`src/dbd_pkg.sv`:
```
// dbd_pkg: shared constants for the disk buffer dma steering block.
// assumes a 50 MHz system clock and a 32-bit apb register bus.
package dbd_pkg;

  ////////////////////////////////////////////////////////////////////////////
  // clocking
  localparam int unsigned CLK_HZ = 50_000_000;
  localparam int unsigned SEQ_HZ = 2_000_000;
  // sequencer enable divider, 25 system cycles per sequencer tick
  localparam int unsigned SEQ_DIV = CLK_HZ / SEQ_HZ;
  localparam logic [4:0] SEQ_DIV_LAST = 5'(SEQ_DIV - 1);

  ////////////////////////////////////////////////////////////////////////////
  // register byte offsets
  localparam logic [7:0] OFS_CTRL = 8'h00;
  localparam logic [7:0] OFS_TOTAL = 8'h04;
  localparam logic [7:0] OFS_BURST = 8'h08;
  localparam logic [7:0] OFS_DELAY = 8'h0C;
  localparam logic [7:0] OFS_STATUS = 8'h10;
  localparam logic [7:0] OFS_IRQ_STAT = 8'h14;
  localparam logic [7:0] OFS_IRQ_CLR = 8'h18;
  localparam logic [7:0] OFS_IRQ_EN = 8'h1C;

  ////////////////////////////////////////////////////////////////////////////
  // control fields
  localparam int CTRL_START_BIT = 0;
  localparam int CTRL_DISK_READ_BIT = 1;
  localparam int CTRL_EXT_LSB = 8;
  localparam int CTRL_EXT_MSB = 14;

  // status fields
  localparam int STAT_BUSY_BIT = 0;
  localparam int STAT_REQ_BIT = 1;
  localparam int STAT_ACK_BIT = 2;
  localparam int STAT_ODD_BIT = 3;
  localparam int STAT_ADDR_LSB = 16;
  localparam int STAT_ADDR_MSB = 27;

  // interrupt bits
  localparam int IRQ_END_BIT = 0;
  localparam int IRQ_BURST_BIT = 1;
  localparam int IRQ_BANK_BIT = 2;
  localparam int IRQ_W = 3;

  ////////////////////////////////////////////////////////////////////////////
  // reset values
  localparam logic [15:0] TOTAL_RST = 16'h0000;
  localparam logic [15:0] BURST_RST = 16'h0001;
  localparam logic [15:0] DELAY_RST = 16'h0000;
  localparam logic [6:0] EXT_RST = 7'h00;

  // word address width: 4K words, bit 11 is the bank bit
  localparam int WADDR_W = 12;
  localparam int BANK_BIT = 11;

  // sequencer states
  typedef enum logic [2:0] {
    ST_IDLE,
    ST_ARM,
    ST_REQ,
    ST_XFER,
    ST_GAP
  } dbd_state_t;

endpackage : dbd_pkg

```
`src/dbd_steer.sv`:
```
// dbd_steer: sector buffer steering, byte-lane selection and bus dma pacing.
// assumes apb master on CLK_IN; the disk and bus pin inputs are asynchronous to CLK_IN.
//
// The APB slave port and the register offsets are this design's own decisions.
`timescale 1ns/1ps
`default_nettype none

module dbd_steer (
  input wire logic CLK_IN,
  input wire logic NRST_IN,
  // apb slave
  input wire logic PSEL_IN,
  input wire logic PENABLE_IN,
  input wire logic PWRITE_IN,
  input wire logic [7:0] PADDR_IN,
  input wire logic [31:0] PWDATA_IN,
  output logic [31:0] PRDATA_OUT,
  output logic PREADY_OUT,
  output logic PSLVERR_OUT,
  output logic IRQ_OUT,
  // disk controller side
  input wire logic BUFFER_SELECT_IN,
  input wire logic DISK_BUFFER_REQUEST_IN,
  input wire logic BYTE_STEP_N_IN,
  output logic BANK0_EVEN_SEL_N_OUT,
  output logic BANK0_ODD_SEL_N_OUT,
  output logic BANK1_EVEN_SEL_N_OUT,
  output logic BANK1_ODD_SEL_N_OUT,
  output logic DISK_LOW_PATH_EN_N_OUT,
  output logic DISK_HIGH_PATH_EN_N_OUT,
  output logic DISK_TO_BUFFER_DIR_N_OUT,
  output logic UPPER_BANK_FLAG_OUT,
  // system bus side
  input wire logic BUS_DMA_ACK_N_IN,
  output logic BUS_DMA_REQ_N_OUT,
  output logic BUS_LOW_BYTE_EN_N_OUT,
  output logic BUS_HIGH_BYTE_EN_N_OUT,
  output logic ADDR_DRIVE_EN_N_OUT,
  output logic [7:0] BUS_EXT_ADDR_OUT,
  output logic BUS_HIGH_BYTE_ENABLE_OUT,
  output logic WORD_TICK_OUT
);

  ////////////////////////////////////////////////////////////////////////////
  // state record

  typedef struct packed {
    // synchronisers: stage 1 feeds stage 2 only
    logic [3:0] sync1;
    logic [3:0] sync2;
    logic step_n_d;
    // sequencer pacing
    logic [4:0] div;
    logic seq_tick;
    dbd_pkg::dbd_state_t state;
    logic start_flag;
    logic bus_phase;
    // configuration
    logic disk_read;
    logic [6:0] ext_addr;
    logic [15:0] total_cfg;
    logic [15:0] burst_cfg;
    logic [15:0] delay_cfg;
    // working counters
    logic [15:0] total_cnt;
    logic [15:0] burst_cnt;
    logic [15:0] delay_cnt;
    logic odd;
    logic [11:0] waddr;
    // interrupt
    logic [2:0] irq_stat;
    logic [2:0] irq_en;
    // registered outputs
    logic [31:0] prdata;
    logic pready;
    logic pslverr;
    logic irq;
    logic [3:0] ram_sel_n;
    logic disk_low_n;
    logic disk_high_n;
    logic dir_n;
    logic req_n;
    logic bus_low_n;
    logic bus_high_n;
    logic aen_n;
    logic [7:0] ext_out;
    logic bhe;
    logic word_tick;
  } dbd_regs_t;

  dbd_regs_t cur_r;
  dbd_regs_t cur_nxt;

  ////////////////////////////////////////////////////////////////////////////
  // helpers

  // one four-bit counter stage with carry in and carry out
  function automatic logic [4:0] nib_inc(input logic [3:0] v, input logic cin);
    logic [4:0] s;
    s = {1'b0, v} + {4'h0, cin};
    return s;
  endfunction : nib_inc

  // cascade of three stages, as wide as the 4K-word buffer
  function automatic logic [11:0] waddr_inc(input logic [11:0] v, input logic en);
    logic [4:0] s0;
    logic [4:0] s1;
    logic [4:0] s2;
    s0 = nib_inc(v[3:0], en);
    s1 = nib_inc(v[7:4], s0[4]);
    s2 = nib_inc(v[11:8], s1[4]);
    return {s2[3:0], s1[3:0], s0[3:0]};
  endfunction : waddr_inc

  // down counter that stops at zero
  function automatic logic [15:0] dec16(input logic [15:0] v);
    return (v == 16'h0000) ? 16'h0000 : v - 16'h0001;
  endfunction : dec16

  ////////////////////////////////////////////////////////////////////////////
  // next state

  always_comb begin
    logic bsel;
    logic breq;
    logic step_n;
    logic ack;
    logic step_fall;
    logic wstep;
    logic bus_path;
    logic acc;
    logic wr;
    logic rd;
    logic [2:0] ev;
    logic [2:0] clr;
    logic start_wr;
    logic [3:0] sel;
    logic bank;
    logic [31:0] rdata;
    logic hit;
    bsel = 1'b0;
    breq = 1'b0;
    step_n = 1'b1;
    ack = 1'b0;
    step_fall = 1'b0;
    wstep = 1'b0;
    bus_path = 1'b0;
    acc = 1'b0;
    wr = 1'b0;
    rd = 1'b0;
    ev = 3'h0;
    clr = 3'h0;
    start_wr = 1'b0;
    sel = 4'h0;
    bank = 1'b0;
    rdata = 32'h0000_0000;
    hit = 1'b1;
    cur_nxt = cur_r;

    // pin synchronisers, then only stage 2 is looked at
    cur_nxt.sync1 = {BUS_DMA_ACK_N_IN, BYTE_STEP_N_IN, DISK_BUFFER_REQUEST_IN,
                     BUFFER_SELECT_IN};
    cur_nxt.sync2 = cur_r.sync1;
    bsel = cur_r.sync2[0];
    breq = cur_r.sync2[1];
    step_n = cur_r.sync2[2];
    ack = ~cur_r.sync2[3];
    cur_nxt.step_n_d = step_n;
    step_fall = cur_r.step_n_d & ~step_n;

    // sequencer tick enable from the system clock
    cur_nxt.seq_tick = 1'b0;
    if (cur_r.div == dbd_pkg::SEQ_DIV_LAST) begin
      cur_nxt.div = 5'h00;
      cur_nxt.seq_tick = 1'b1;
    end else begin
      cur_nxt.div = cur_r.div + 5'h01;
    end

    // apb: setup then two-cycle access, write lands with pready
    acc = PSEL_IN & PENABLE_IN & ~cur_r.pready;
    wr = PSEL_IN & PENABLE_IN & cur_r.pready & PWRITE_IN;
    rd = acc & ~PWRITE_IN;
    cur_nxt.pready = acc;
    unique case (PADDR_IN)
      dbd_pkg::OFS_CTRL: rdata = {17'h0_0000, cur_r.ext_addr, 6'h00, cur_r.disk_read, 1'b0};
      dbd_pkg::OFS_TOTAL: rdata = {16'h0000, cur_r.total_cnt};
      dbd_pkg::OFS_BURST: rdata = {16'h0000, cur_r.burst_cfg};
      dbd_pkg::OFS_DELAY: rdata = {16'h0000, cur_r.delay_cfg};
      dbd_pkg::OFS_STATUS: rdata = {4'h0, cur_r.waddr, 12'h000, cur_r.odd, ack,
                                    ~cur_r.req_n, (cur_r.state != dbd_pkg::ST_IDLE)};
      dbd_pkg::OFS_IRQ_STAT: rdata = {29'h0000_0000, cur_r.irq_stat};
      dbd_pkg::OFS_IRQ_CLR: rdata = 32'h0000_0000; // write only
      dbd_pkg::OFS_IRQ_EN: rdata = {29'h0000_0000, cur_r.irq_en};
      default: hit = 1'b0;
    endcase
    cur_nxt.prdata = rd ? rdata : 32'h0000_0000;
    cur_nxt.pslverr = acc & ~hit;

    if (wr) begin
      unique case (PADDR_IN)
        dbd_pkg::OFS_CTRL: begin
          start_wr = PWDATA_IN[dbd_pkg::CTRL_START_BIT];
          cur_nxt.disk_read = PWDATA_IN[dbd_pkg::CTRL_DISK_READ_BIT];
          cur_nxt.ext_addr = PWDATA_IN[dbd_pkg::CTRL_EXT_MSB:dbd_pkg::CTRL_EXT_LSB];
        end
        dbd_pkg::OFS_TOTAL: cur_nxt.total_cfg = PWDATA_IN[15:0];
        dbd_pkg::OFS_BURST: cur_nxt.burst_cfg = PWDATA_IN[15:0];
        dbd_pkg::OFS_DELAY: cur_nxt.delay_cfg = PWDATA_IN[15:0];
        dbd_pkg::OFS_IRQ_CLR: clr = PWDATA_IN[2:0];
        dbd_pkg::OFS_IRQ_EN: cur_nxt.irq_en = PWDATA_IN[2:0];
        default: ;
      endcase
    end

    // sequencer: arm, request, word transfers, gap, repeat
    cur_nxt.word_tick = 1'b0;
    unique case (cur_r.state)
      dbd_pkg::ST_IDLE: begin
        if (start_wr) begin
          cur_nxt.start_flag = 1'b1;
          cur_nxt.total_cnt = cur_r.total_cfg;
          cur_nxt.burst_cnt = cur_r.burst_cfg;
          cur_nxt.waddr = 12'h000;
          cur_nxt.odd = 1'b0;
          cur_nxt.state = dbd_pkg::ST_ARM;
        end
      end
      dbd_pkg::ST_ARM: begin
        // request raised only on the following sequencer tick
        if (cur_r.seq_tick && cur_r.start_flag) begin
          cur_nxt.start_flag = 1'b0;
          cur_nxt.req_n = 1'b0;
          cur_nxt.state = dbd_pkg::ST_REQ;
        end
      end
      dbd_pkg::ST_REQ: begin
        if (ack) begin
          cur_nxt.bus_phase = 1'b0;
          cur_nxt.state = dbd_pkg::ST_XFER;
        end
      end
      dbd_pkg::ST_XFER: begin
        // two sequencer ticks per word: low byte lane then high lane
        if (cur_r.seq_tick && ack) begin
          cur_nxt.bus_phase = ~cur_r.bus_phase;
          if (cur_r.bus_phase) begin
            cur_nxt.word_tick = 1'b1;
            cur_nxt.total_cnt = dec16(cur_r.total_cnt);
            cur_nxt.burst_cnt = dec16(cur_r.burst_cnt);
            if (cur_r.total_cnt <= 16'h0001) begin
              ev[dbd_pkg::IRQ_END_BIT] = 1'b1;
              cur_nxt.req_n = 1'b1;
              cur_nxt.state = dbd_pkg::ST_IDLE;
            end else if (cur_r.burst_cnt <= 16'h0001) begin
              ev[dbd_pkg::IRQ_BURST_BIT] = 1'b1;
              cur_nxt.req_n = 1'b1;
              cur_nxt.burst_cnt = cur_r.burst_cfg;
              cur_nxt.delay_cnt = cur_r.delay_cfg;
              cur_nxt.state = dbd_pkg::ST_GAP;
            end
          end
        end
      end
      dbd_pkg::ST_GAP: begin
        // hold off the bus so other masters get their turn
        if (cur_r.seq_tick) begin
          if (cur_r.delay_cnt == 16'h0000) begin
            cur_nxt.req_n = 1'b0;
            cur_nxt.state = dbd_pkg::ST_REQ;
          end else begin
            cur_nxt.delay_cnt = cur_r.delay_cnt - 16'h0001;
          end
        end
      end
    endcase

    // byte steps from the disk side, word steps from either side
    if (step_fall) begin
      cur_nxt.odd = ~cur_r.odd;
    end
    wstep = (step_fall & cur_r.odd) | cur_nxt.word_tick;
    cur_nxt.waddr = waddr_inc(cur_nxt.waddr, wstep);
    if (wstep && cur_r.waddr == 12'h7FF) begin
      ev[dbd_pkg::IRQ_BANK_BIT] = 1'b1;
    end
    bank = cur_r.waddr[dbd_pkg::BANK_BIT];

    // chip and lane selects, decoded from buffer select, byte parity, bank, request, acknowledge and phase
    bus_path = ack & ~breq & (cur_r.state == dbd_pkg::ST_XFER);
    cur_nxt.disk_low_n = ~(bsel & ~cur_r.odd);
    cur_nxt.disk_high_n = ~(bsel & cur_r.odd);
    cur_nxt.bus_low_n = ~(bus_path & ~cur_r.bus_phase);
    cur_nxt.bus_high_n = ~(bus_path & cur_r.bus_phase);
    if (bsel) begin
      sel = {bank & cur_r.odd, bank & ~cur_r.odd, ~bank & cur_r.odd,
             ~bank & ~cur_r.odd};
    end else if (bus_path) begin
      sel = {bank & cur_r.bus_phase, bank & ~cur_r.bus_phase,
             ~bank & cur_r.bus_phase, ~bank & ~cur_r.bus_phase};
    end
    // sel order: bank0 even, bank0 odd, bank1 even, bank1 odd
    cur_nxt.ram_sel_n = ~sel;
    cur_nxt.dir_n = ~cur_r.disk_read;

    // address drive while acknowledged; word transfers keep bit 0 low
    cur_nxt.aen_n = ~ack;
    cur_nxt.ext_out = ack ? {cur_r.ext_addr, 1'b0} : 8'h00;
    cur_nxt.bhe = ack & (cur_r.state == dbd_pkg::ST_XFER);

    // sticky events: a set in the clear cycle survives
    cur_nxt.irq_stat = (cur_r.irq_stat & ~clr) | ev;
    cur_nxt.irq = |(cur_r.irq_stat & cur_r.irq_en);
  end

  ////////////////////////////////////////////////////////////////////////////
  // state register

  // reset leaves every select and enable inactive
  always_ff @(posedge CLK_IN or negedge NRST_IN) begin
    if (!NRST_IN) begin
      cur_r <= '0;
      cur_r.sync1 <= 4'hC;
      cur_r.sync2 <= 4'hC;
      cur_r.step_n_d <= 1'b1;
      cur_r.state <= dbd_pkg::ST_IDLE;
      cur_r.ext_addr <= dbd_pkg::EXT_RST;
      cur_r.total_cfg <= dbd_pkg::TOTAL_RST;
      cur_r.burst_cfg <= dbd_pkg::BURST_RST;
      cur_r.delay_cfg <= dbd_pkg::DELAY_RST;
      cur_r.ram_sel_n <= 4'hF;
      cur_r.disk_low_n <= 1'b1;
      cur_r.disk_high_n <= 1'b1;
      cur_r.dir_n <= 1'b1;
      cur_r.req_n <= 1'b1;
      cur_r.bus_low_n <= 1'b1;
      cur_r.bus_high_n <= 1'b1;
      cur_r.aen_n <= 1'b1;
    end else begin
      cur_r <= cur_nxt;
    end
  end

  ////////////////////////////////////////////////////////////////////////////
  // outputs, all straight from the state register

  assign PRDATA_OUT = cur_r.prdata;
  assign PREADY_OUT = cur_r.pready;
  assign PSLVERR_OUT = cur_r.pslverr;
  assign IRQ_OUT = cur_r.irq;
  assign BANK0_EVEN_SEL_N_OUT = cur_r.ram_sel_n[0];
  assign BANK0_ODD_SEL_N_OUT = cur_r.ram_sel_n[1];
  assign BANK1_EVEN_SEL_N_OUT = cur_r.ram_sel_n[2];
  assign BANK1_ODD_SEL_N_OUT = cur_r.ram_sel_n[3];
  assign DISK_LOW_PATH_EN_N_OUT = cur_r.disk_low_n;
  assign DISK_HIGH_PATH_EN_N_OUT = cur_r.disk_high_n;
  assign DISK_TO_BUFFER_DIR_N_OUT = cur_r.dir_n;
  assign UPPER_BANK_FLAG_OUT = cur_r.waddr[dbd_pkg::BANK_BIT];
  assign BUS_DMA_REQ_N_OUT = cur_r.req_n;
  assign BUS_LOW_BYTE_EN_N_OUT = cur_r.bus_low_n;
  assign BUS_HIGH_BYTE_EN_N_OUT = cur_r.bus_high_n;
  assign ADDR_DRIVE_EN_N_OUT = cur_r.aen_n;
  assign BUS_EXT_ADDR_OUT = cur_r.ext_out;
  assign BUS_HIGH_BYTE_ENABLE_OUT = cur_r.bhe;
  assign WORD_TICK_OUT = cur_r.word_tick;

endmodule : dbd_steer

`default_nettype wire

```
`config.mk`:
```
export PLATFORM = sky130hd
export DESIGN_NAME = dbd_steer
export DESIGN_NICKNAME = d
export VERILOG_FILES = /design/src/dbd_pkg.sv /design/src/dbd_steer.sv
export SDC_FILE = /design/constraint.sdc
export NUM_CORES = 1
export LEC_CHECK = 0
export BUFFER_PORTS_ARGS = -buffer_cell sky130_fd_sc_hd__buf_4
export CORE_AREA = 2 2 173 175
export CTS_BUF_LIST = sky130_fd_sc_hd__clkbuf_8
export DETAILED_ROUTE_END_ITERATION = 16
export DIE_AREA = 0 0 175 177
export HOLD_SLACK_MARGIN = 0.08
export PLACE_DENSITY_LB_ADDON = 0.1
export SLEW_MARGIN = 25
export SYNTH_ARGS = -nofsm -noshare
export SYNTH_HDL_FRONTEND = slang
export SYNTH_SLANG_ARGS = --single-unit
```
`constraint.sdc`:
```
create_clock -name CLK_IN -period 3.3 [get_ports CLK_IN]
set_clock_uncertainty 0.05 [all_clocks]
set_input_delay 0.33 -clock CLK_IN [delete_from_list [all_inputs] [get_ports CLK_IN]]
set_output_delay 0.33 -clock CLK_IN [all_outputs]
set_load 0.01 [all_outputs]
```
# Yosys cells after proc, flatten, opt, wreduce, memory -nomap -nowiden
# Cells that the tools add are included.
dict set report word_totals {
  output_inout_bits 57
  reg_bits 199
  elab_cells 200
  in_bits 49
}
dict set report op_classes {
  order_cmp 2
  mux 58
  reduce_logical 30
  n_eq_ne 24
  n_addsub 7
  bitwise_logic 44
}
# cell n
set ops {}
lappend ops {{28-bit one-hot mux with 7 select lines} 1}
lappend ops {{32-bit 2-to-1 mux} 4}
lappend ops {{48-bit 2-to-1 mux} 2}
lappend ops {{16-bit 2-to-1 mux} 4}
lappend ops {{32-bit one-hot mux with 2 select lines} 1}
lappend ops {{16-bit logical NOT} 3}
lappend ops {{16-bit by 1-bit subtractor with 16-bit output, second input constant} 3}
lappend ops {{8-bit by 5-bit == test with 1-bit output, second input constant} 4}
lappend ops {{16-bit by 1-bit <= comparator with 1-bit output, second input constant} 2}
lappend ops {{16-bit one-hot mux with 2 select lines} 1}
lappend ops {{3-bit 2-to-1 mux} 9}
lappend ops {{13-bit 2-to-1 mux} 2}
lappend ops {{1-bit bitwise AND} 23}
lappend ops {{1-bit 2-to-1 mux} 21}
lappend ops {{2-bit != test, second input constant} 10}
lappend ops {{8-bit by 4-bit == test with 1-bit output, second input constant} 2}
lappend ops {{4-bit 2-to-1 mux} 4}
lappend ops {{1-bit inverter} 15}
lappend ops {{3-bit one-hot mux with 5 select lines} 1}
lappend ops {{7-bit AND reduction} 2}
lappend ops {{12-bit by 11-bit == test with 1-bit output, second input constant} 1}
lappend ops {{2-bit AND reduction} 6}
lappend ops {{2-bit nonzero test} 6}
lappend ops {{4-bit by 1-bit adder with 5-bit output} 2}
lappend ops {{other kinds (27)} 36}

# Longest topological paths before layout
# Gate-level depths: netlist (run 1).
dict set report logic_depth {
  word_depth 9
  ltp_mapped 18
  ltp_nobuf 16
}

# Worst setup path before layout (run 1)
# Ideal clock, no wire load.
dict set report synth_path {
  path_type {input -> register}
  start {input PADDR_IN[3]}
  end {register cur_r[72] (netlist bit)}
  required_time_ps 3128
  n_path_buf 2
  path_slack_ps 186
  arrival_time_ps 2942
  setup_ps 122
  stages 17
  cell_sequence {clkbuf_1 > nor4_1 > and2_1 > nand3_1 > clkbuf_1 > and2_1 > ha_1 > ha_1 > nand3_1 > nor2_1 > ha_1 > ha_1 > nand3_1 > nor2_1 > ha_1 > ha_1 > xnor2_1}
}
# item line_no
set synth_rtl {}
lappend synth_rtl {{start: declaration} dbd_steer.sv:15} ;# input wire logic [7:0] PADDR_IN,
lappend synth_rtl {{end signal: assignment} dbd_steer.sv:340} ;# cur_r <= cur_nxt;
lappend synth_rtl {{end: declaration} dbd_steer.sv:91} ;# dbd_regs_t cur_r;

==> results of run 1 <==
-- per-stage QoR --
stage	cells	power [mW]	util [%]	cell area [um2]
floorplan	866	2.57	-	9190
global placement	1302	2.72	34.9	10200
detailed placement	1303	2.72	35.0	10200
CTS	1351	4.37	36.9	10800
global route	1352	4.51	37.0	10800
finish	1352	4.29	37.0	10800
-- cell usage after synthesis (4+ instances only) --
cell type	count
dfrtp_1	177
a222oi_1	13
and2_1	22
nor3_1	30
nor4b_1	5
nor2b_1	10
a22o_1	4
nor2_1	56
a221o_1	8
inv_1	26
a211oi_1	7
nor3b_1	4
o21ai_0	57
xor2_1	4
a31oi_1	5
a22oi_1	13
clkbuf_1	36
and3_1	6
buf_2	5
nand3_1	16
dfstp_2	17
mux2_2	59
a21oi_1	50
o211ai_1	5
nand2_1	56
or3_1	8
nand2b_1	6
nor4_1	15
o21ai_1	11
a221oi_1	5
a32oi_1	5
ha_1	13
xnor2_1	5
nand4_1	8
buf_4	41
o22ai_1	5
-- sequential cells by signal, summed over array words and instances (netlist names), 6 cells and up --
register / cells
cur_r: 136
cur_nxt: 6
PRDATA_OUT: 28
BUS_EXT_ADDR_OUT: 7
-- final cells by class --
type	instances	area, um2
sequential	194	4880
inverter	26	97.6
timing repair buffer	148	1190
tap	390	488
clock buffer	17	234
multi-input combinational	562	3740
clock inverter	15	181
fill	2914	18400
-- cell usage in the layout (no fill, tap or decap), types with 7 or more instances in the layout --
| cell type | n |
|---|---|
| o21ai_0 | 57 |
| clkbuf_8 | 18 |
| a21oi_1 | 50 |
| dfstp_2 | 17 |
| nand4_1 | 8 |
| nor2_1 | 56 |
| a22oi_1 | 13 |
| inv_1 | 26 |
| nor2b_1 | 10 |
| mux2_2 | 59 |
| buf_4 | 127 |
| nand3_1 | 16 |
| nand2_1 | 56 |
| o21ai_1 | 11 |
| a221o_1 | 8 |
| and2_1 | 22 |
| dlygate4sd3_1 | 17 |
| ha_1 | 13 |
| a222oi_1 | 13 |
| nor3_1 | 29 |
| nor4_1 | 15 |
| or3_1 | 8 |
| dfrtp_1 | 177 |
| a211oi_1 | 7 |
-- worst paths after layout --
kind | from | endpoint | slack [ns]
max reg2reg | cur_r[181] | cur_r[72] | 0.35
min reg2reg | cur_nxt[192] | cur_r[192] | 0.31
min | PWDATA_IN[3] | cur_r[126] | 0.11
max in group asynchronous | NRST_IN | cur_r[75] | 1.98
max | cur_r[181] | cur_r[72] | 0.35
min in group asynchronous | NRST_IN | PRDATA_OUT[16] | 0.39
-- layer usage --
layer / up-vias / wire length, um / GRT usage, %
li1: 3269 / - / -
met1: 3457 / 13100 / 25.3
met2: 119 / 12100 / 27.2
met3: 19 / 673 / 2.10
met4: 0 / 346 / 4.58
met5: - / 0 / 0
-- power by group --
group	switching, mW	internal (mW)	leakage (nW)
sequential	0.0376	2.43	2.44
clock	1.02	0.589	0.207
combinational	0.124	0.0896	2.12
-- critical path, stage by stage (launching register included) --
cell and delay [ns]:
dfrtp_1 0.42, nor4b_1 0.32, buf_4 0.18, nand3_1 0.12
and2_1 0.18, ha_1 0.19, ha_1 0.21, nand3_1 0.07
nor2_1 0.05, ha_1 0.21, ha_1 0.21, nand3_1 0.09
nor2_1 0.04, ha_1 0.20, ha_1 0.19, xnor2_1 0.12
-- what timing repair did --
item | CTS | global route
endpoints found under the hold margin | 108 | 2
hold buffers | 16 | 1
endpoints found under the setup margin | 0 | 0
gates resized for setup | 0 | 0
buffers inserted | 0 | 0
-- cell families (layout without fill, tap and decap cells) --
| family | after synthesis | in the layout | share of synthesized area (%) |
|---|---|---|---|
| compound gates | 212 | 212 | 15.4 |
| xor+xnor | 9 | 9 | 0.859 |
| fa+ha+maj | 13 | 13 | 1.77 |
| buf+inv | 110 | 206 | 6.33 |
| flops | 194 | 194 | 53.1 |
| mux | 63 | 63 | 7.69 |
| other cells | 1 | 5 | 0.0409 |
| simple gates | 260 | 260 | 14.7 |
==> impl_metrics.py, run 1 <==
metrics = {
    "outcome": {
        "status": "complete, no violations",
    },
    "global_routing": {
        "gr-usage-all-layers_pct": 17.3,
        "antenna_found_initial": 0,
        "grt_max_degree": 80,
        "grt_pass1_wl_mm": 40.9,
        "overflow": 0,
        "first_global_vias": 6778,
    },
    "synthesis": {
        "ys.flop_type": "dfrtp_1",
        "yosysWarnings": 0,
        "synth_top_area_share_pct": 48.3,
        "ys_seq_area_share_pct": 53.1,
        "synth.distinct_cells": 69,
        "synth_edf_count": 0,
        "synth.area.top_cells": "dfrtp_1 (48%), mux2_2 (7.2%), dfstp_2 (4.9%)",
        "yosysTopAreaCell": "dfrtp_1",
        "synthesis.instances": 862,
        "avgSynthCellArea_um2": 10.6,
        "ys_ff_latch": 194,
        "synth_area_mm2": 0.00918,
        "async_reset_ff_share_pct": 100,
    },
    "clock_network": {
        "cts_sinks": 194,
        "cts.clk_slew.worst_paths_ns": 0.11,
        "clockBufferDepth": 2,
        "cts-root-buf": "clkbuf_8",
        "clk_latency_ns": 0.48,
        "htreeDepth": 4,
        "cts_buffers": 17,
        "cts_tree": "yes",
    },
    "pwr": {
        "power_density_mw_per_mm2": 397,
        "ir_drop_mv": 0.237,
        "p_leak_nw": 4.77,
    },
    "placed_design": {
        "gp_congestion": 0.832,
        "place_ws_ns": 0.117,
        "portBuffers": 84,
        "dp_hpwl_mm": 18.6,
    },
    "die": {
        "io_pins": 106,
        "start_util_pct": 31.4,
        "rows": 63,
        "die_x_um": 175,
        "core_area_mm2": 0.0292,
        "die_area_mm2": 0.0310,
        "die_height_um": 177,
    },
    "sta": {
        "fin_tns_setup_ns": 0,
        "max_freq_mhz": 339,
        "tightest_slew_ns": 0.983,
        "rsz0062_at_grt": "no",
        "drv_slew": 0,
        "setup_slack_ns": 0.352,
        "hold_slack_ns": 0.113,
        "maxSlewHeadroom_pct": 34.3,
        "hold_viol": 0,
        "period_share_pct": 89.3,
        "min_period_ns": 2.95,
        "setup_viol": 0,
    },
    "cells_and_area": {
        "area_delta_synth_final_pct": 17.8,
        "diodes": 0,
        "nets": 1011,
        "drive_above_1_share_pct": 26.2,
    },
    "routing": {
        "drc_errors": 0,
        "dr_total_vias": 6864,
        "wl_per_cell_um": 19.4,
        "drt_pass1_iterations": 5,
        "antenna_left": 0,
        "viasPerCell": 5.08,
        "drt_iter0_drc": 476,
        "drt_wl_total_mm": 26.2,
    },
    "critical_path": {
        "worst_setup_path_start_kind": "register",
        "worstPathArrival_ns": 3.26,
        "endpoint_kind": "register",
        "path_max_fanout": 3,
        "worstPathRequired_ns": 3.62,
        "rr_worst_depth": 15,
        "crit_type": "reg -> reg",
    },
    "min_path": {
        "hold_depth": 2,
        "hp-class": "in -> reg",
    },
    "run": {
        "cap_viol_max_count": 0,
    },
}
Power figures use the tool's default switching activity.
==> run 2, diff against run 1 <==
--- a/config.mk
+++ b/config.mk
@@ -11,6 +11,7 @@
 export DETAILED_ROUTE_END_ITERATION = 16
 export DIE_AREA = 0 0 175 177
 export HOLD_SLACK_MARGIN = 0.08
+export MAX_ROUTING_LAYER = met4
 export PLACE_DENSITY_LB_ADDON = 0.1
 export SLEW_MARGIN = 25
 export SYNTH_ARGS = -nofsm -noshare
==> impl_metrics.py, run 2 (synthesis gave the netlist of run 1 again) <==
metrics = {
    "outcome": {
        "status": "complete, no violations",
    },
    "routing": {
        "wl_per_cell_um": 19.4,
        "drc_errors": 0,
        "drt_iter0_drc": 485,
        "drt_pass1_iterations": 5,
        "drt_wl_total_mm": 26.2,
        "viasPerCell": 5.08,
        "antenna_left": 0,
        "dr_total_vias": 6870,
    },
    "critical_path": {
        "worst_setup_path_start_kind": "register",
        "crit_family": "adder cells",
        "slowest_delay_ns": 0.42,
        "critPathSlowestCell": "dfrtp_1",
        "cp_common_cell": "ha_1",
        "path_cells": "nor4b_1 > buf_4 > nand3_1 > and2_1 > ha_1 > ha_1 > nand3_1 > nor2_1 > ha_1 > ha_1 > nand3_1 > nor2_1 > ha_1 > ha_1 > xnor2_1",
        "path_max_fanout": 3,
        "worstPathRequired_ns": 3.62,
        "endpoint_kind": "register",
        "crit_type": "reg -> reg",
        "worstPathArrival_ns": 3.26,
        "worst-path-buf-inv": 1,
    },
    "sta": {
        "hold_slack_ns": 0.114,
        "hold_viol": 0,
        "max_freq_mhz": 339,
        "rsz0062_at_grt": "no",
        "maxSlewHeadroom_pct": 34.8,
        "drv_slew": 0,
        "tightest_slew_ns": 0.976,
        "min_period_ns": 2.95,
        "setup_viol": 0,
        "fin_tns_setup_ns": 0,
        "period_share_pct": 89.3,
    },
    "die": {
        "die_height_um": 177,
        "die_area_mm2": 0.0310,
        "die_x_um": 175,
        "rows": 63,
        "core_area_mm2": 0.0292,
        "io_pins": 106,
        "start_util_pct": 31.4,
    },
    "cells_and_area": {
        "drive_above_1_share_pct": 26.2,
        "regMostFlops": "cur_r",
        "area_delta_synth_final_pct": 17.8,
        "final_cell_mix": "dfrtp_1 (177), buf_4 (127), mux2_2 (59)",
        "diodes": 0,
        "largest_reg_flops": 136,
        "nets": 1011,
        "design_area_mm2": 0.0108,
        "final_common_cell": "dfrtp_1",
    },
    "clock_network": {
        "cts_tree": "yes",
        "clk_latency_ns": 0.47,
        "htreeDepth": 4,
        "cts-root-buf": "clkbuf_8",
        "cts.clk_slew.worst_paths_ns": 0.11,
        "cts_buffers": 17,
        "post_cts_resized": 0,
        "cts_sinks": 194,
        "clockBufferDepth": 2,
    },
    "global_routing": {
        "met2_usage_pct": 27.1,
        "overflow": 0,
        "gr-usage-all-layers_pct": 17.9,
        "met3_usage_pct": 2.15,
        "grt-busiest-layer": "met2",
        "first_global_vias": 6767,
        "gr-usage-met1_pct": 25.4,
        "antenna_found_initial": 0,
        "grt_pass1_wl_mm": 41.0,
        "grt_max_degree": 80,
    },
    "placed_design": {
        "gp_congestion": 0.845,
        "dp_hpwl_mm": 18.6,
        "portBuffers": 84,
        "placed_area_mm2": 0.0102,
    },
    "pwr": {
        "p_leak_nw": 4.77,
        "power_density_mw_per_mm2": 398,
        "ir_drop_mv": 0.239,
    },
    "run": {
        "cap_viol_max_count": 0,
    },
    "min_path": {
        "hp-class": "in -> reg",
    },
}
run 2: layer usage:
layer | share of wire, % | routed length (um) | vias to the layer above
li1 | - | - | 3273
met1 | 50 | 13100 | 3455
met2 | 46 | 12000 | 124
met3 | 3.0 | 785 | 18
met4 | 1.2 | 323 | 0
met5 | 0 | 0 | -
run 2: power breakdown:
| group | switching [mW] | leakage, nW | internal [mW] | total, mW |
|---|---|---|---|---|
| Clock | 1.03 | 0.207 | 0.589 | 1.62 |
| Combinational | 0.124 | 2.12 | 0.0896 | 0.214 |
| Sequential | 0.0376 | 2.44 | 2.43 | 2.47 |
| Total | 1.19 | 4.77 | 3.11 | 4.30 |
run 2: timing repair:
action,4_1_cts,5_1_grt
hold buffers,16,1
hold endpoints to repair,108,2
buffers inserted,0,0
run 2: layout make-up:
type	count	area (um2)
Fill cell	2914	18400
Sequential cell	194	4880
Multi-Input combinational cell	562	3740
Timing Repair Buffer	148	1190
Tap cell	390	488
Clock buffer	17	234
Clock inverter	15	181
Inverter	26	97.6
run 2: stage by stage:
step                      worst slack, ns  std cells  power (mW)  utilization (%)
after floorplan                     0.186        866        2.57                -
after global placement              0.132       1302        2.72             34.9
after detailed placement            0.117       1303        2.72             35.0
after CTS                           0.320       1351        4.37             36.9
after global routing                0.137       1352        4.51             37.0
final                               0.353       1352        4.30             37.0
run 2: worst paths after layout:
kind	from	endpoint	slack [ns]	cells after the start
worst min-delay path	PWDATA_IN[3]	cur_r[126]	0.11	2
max in group asynchronous	NRST_IN	cur_r[75]	1.98	3
worst min register to register	cur_nxt[192]	cur_r[192]	0.31	0
min in group asynchronous	NRST_IN	PRDATA_OUT[16]	0.38	2
worst max register to register	cur_r[181]	cur_r[72]	0.35	15
worst max-delay path	cur_r[181]	cur_r[72]	0.35	15
==> run 3, diff against run 2 <==
--- a/config.mk
+++ b/config.mk
@@ -13,6 +13,7 @@
 export HOLD_SLACK_MARGIN = 0.08
 export MAX_ROUTING_LAYER = met4
 export PLACE_DENSITY_LB_ADDON = 0.1
+export REMOVE_ABC_BUFFERS = 1
 export SLEW_MARGIN = 25
 export SYNTH_ARGS = -nofsm -noshare
 export SYNTH_HDL_FRONTEND = slang
==> impl_metrics.py, run 3 (synthesis gave the netlist of run 1 again) <==
metrics = {
    "outcome": {
        "status": "complete, no violations",
    },
    "pwr": {
        "p_leak_nw": 4.75,
        "power_density_mw_per_mm2": 387,
        "ir_drop_mv": 0.192,
    },
    "min_path": {
        "hp-class": "in -> reg",
        "hp-start": "PWDATA_IN[0]",
        "hold_depth": 2,
        "min_to": "cur_r[123]",
    },
    "sta": {
        "rsz0062_at_grt": "no",
        "drv_slew": 0,
        "maxSlewHeadroom_pct": 47.1,
        "max_freq_mhz": 338,
        "hold_viol": 0,
        "tightest_slew_ns": 0.793,
        "min_period_ns": 2.96,
        "setup_viol": 0,
        "fin_tns_setup_ns": 0,
        "hold_slack_ns": 0.122,
        "period_share_pct": 89.7,
    },
    "critical_path": {
        "worstPathArrival_ns": 3.29,
        "worst_setup_path_start_kind": "register",
        "endpoint_kind": "register",
        "r2r-end": "cur_r[72]",
        "slowest_delay_ns": 0.50,
        "path_max_fanout": 10,
        "cp_common_cell": "ha_1",
        "worstPathRequired_ns": 3.63,
        "path_cells": "nor4b_1 > nand3_1 > and2_1 > ha_1 > ha_1 > nand3_1 > nor2_1 > ha_1 > ha_1 > nand3_1 > nor2_1 > ha_1 > ha_1 > xnor2_1",
        "critPathSlowestCell": "dfrtp_1",
        "reg2reg_slack_ns": 0.34,
        "rr_worst_depth": 14,
        "timing.rr.start": "cur_r[183]",
        "crit_type": "reg -> reg",
    },
    "global_routing": {
        "grt_max_degree": 76,
        "grt_pass1_wl_mm": 41.0,
        "first_global_vias": 6761,
        "antenna_found_initial": 0,
        "overflow": 0,
        "gr-usage-all-layers_pct": 18.0,
    },
    "clock_network": {
        "clockBufferDepth": 2,
        "clk_latency_ns": 0.48,
        "post_cts_resized": 0,
        "post-cts-setup-buffers": 0,
        "cts_tree": "yes",
        "cts-root-buf": "clkbuf_8",
        "cts_buffers": 17,
        "htreeDepth": 4,
        "cts.clk_slew.worst_paths_ns": 0.11,
        "cts_sinks": 194,
    },
    "placed_design": {
        "dp_hpwl_mm": 18.7,
        "portBuffers": 84,
        "placed_area_mm2": 0.0102,
        "gp_congestion": 0.800,
    },
    "cells_and_area": {
        "largest_reg_flops": 136,
        "regMostFlops": "cur_r",
        "nets": 1014,
        "final_common_cell": "dfrtp_1",
        "final_cell_mix": "dfrtp_1 (177), buf_4 (128), mux2_2 (59)",
        "diodes": 0,
        "design_area_mm2": 0.0108,
        "area_delta_synth_final_pct": 17.5,
        "fillCellCount": 2940,
        "drive_above_1_share_pct": 25.8,
    },
    "die": {
        "die_height_um": 177,
        "core_area_mm2": 0.0292,
        "rows": 63,
        "die_x_um": 175,
        "die_area_mm2": 0.0310,
        "io_pins": 106,
        "start_util_pct": 31.4,
    },
    "routing": {
        "dr_total_vias": 6950,
        "viasPerCell": 5.13,
        "drt_pass1_iterations": 6,
        "drt_wl_total_mm": 26.2,
        "drc_errors": 0,
        "drt_iter0_drc": 539,
        "antenna_left": 0,
        "wl_per_cell_um": 19.4,
    },
    "run": {
        "cap_viol_max_count": 0,
    },
}
==> run 3: cell count changes in the layout (fill, tap and decap cells not counted) <==
cell / change
clkinv_4: +5
dlygate4sd3_1: +3
buf_8: -1
bufinv_16: +1
inv_12: -1
inv_6: -6
inv_8: -2
clkbuf_8: +1
clkinvlp_4: +3
clkinv_2: +1
clkinv_8: -5
inv_1: +2
buf_4: +1
==> run 3: worst max path at each step <==
stage / from / to / slack (ns) / depth (start not counted)
global route: cur_r[183] / UPPER_BANK_FLAG_OUT / 0.08 / 15
detailed placement: PADDR_IN[1] / cur_r[72] / 0.08 / 17
floorplan: PADDR_IN[5] / cur_r[72] / 0.06 / 15
global placement: PADDR_IN[1] / UPPER_BANK_FLAG_OUT / 0.11 / 18
CTS: cur_r[183] / cur_r[72] / 0.33 / 14
finish: cur_r[183] / cur_r[72] / 0.34 / 14
==> run 3: metal layers <==
metal / vias up / global-route usage (%) / wire (um)
met1: 3488 / 24.7 / 12700
met2: 140 / 27.4 / 12000
met4: 0 / 5.03 / 492
li1: 3289 / - / -
met3: 33 / 3.14 / 970
met5: - / - / 0
==> run 3: through the flow <==
| step | setup slack, ns | utilization, % | cells | total power [mW] |
|---|---|---|---|---|
| finish | 0.339 | 36.9 | 1354 | 4.17 |
| detailed placement | 0.0847 | 34.9 | 1303 | 2.72 |
| global route | 0.0820 | 36.9 | 1354 | 4.38 |
| floorplan | 0.0598 | - | 782 | 2.56 |
| CTS | 0.327 | 36.9 | 1354 | 4.25 |
| global placement | 0.110 | 34.9 | 1303 | 2.72 |
==> run 3: timing repair <==
item	in CTS	in global routing
hold endpoints to repair	129	0
hold buffers	20	0
endpoints found under the setup margin	0	0
==> run 3: cell type report <==
type	instances	area [um2]	area share [%]
inverter	26	97.6	0.905
sequential	194	4880	45.2
multi-input combinational	562	3740	34.7
tap	390	488	4.53
timing repair buffer	151	1210	11.3
clock buffer	18	248	2.30
clock inverter	13	118	1.09
==> run 3: worst max-delay path: cells and delay by family (launching register included) <==
kind | cells | cell delay [ns]
adder cells (fa/ha/maj) | 6 | 1.23
AND/OR/NAND/NOR | 7 | 0.96
flip-flops | 1 | 0.50
XOR/XNOR | 1 | 0.12
==> run 3: power by group <==
group,total (mW),switching (mW),leakage [nW],internal [mW]
combinational,0.217,0.124,2.13,0.0925
clock,1.49,0.876,0.183,0.612
sequential,2.47,0.0389,2.44,2.43
total,4.17,1.04,4.75,3.13
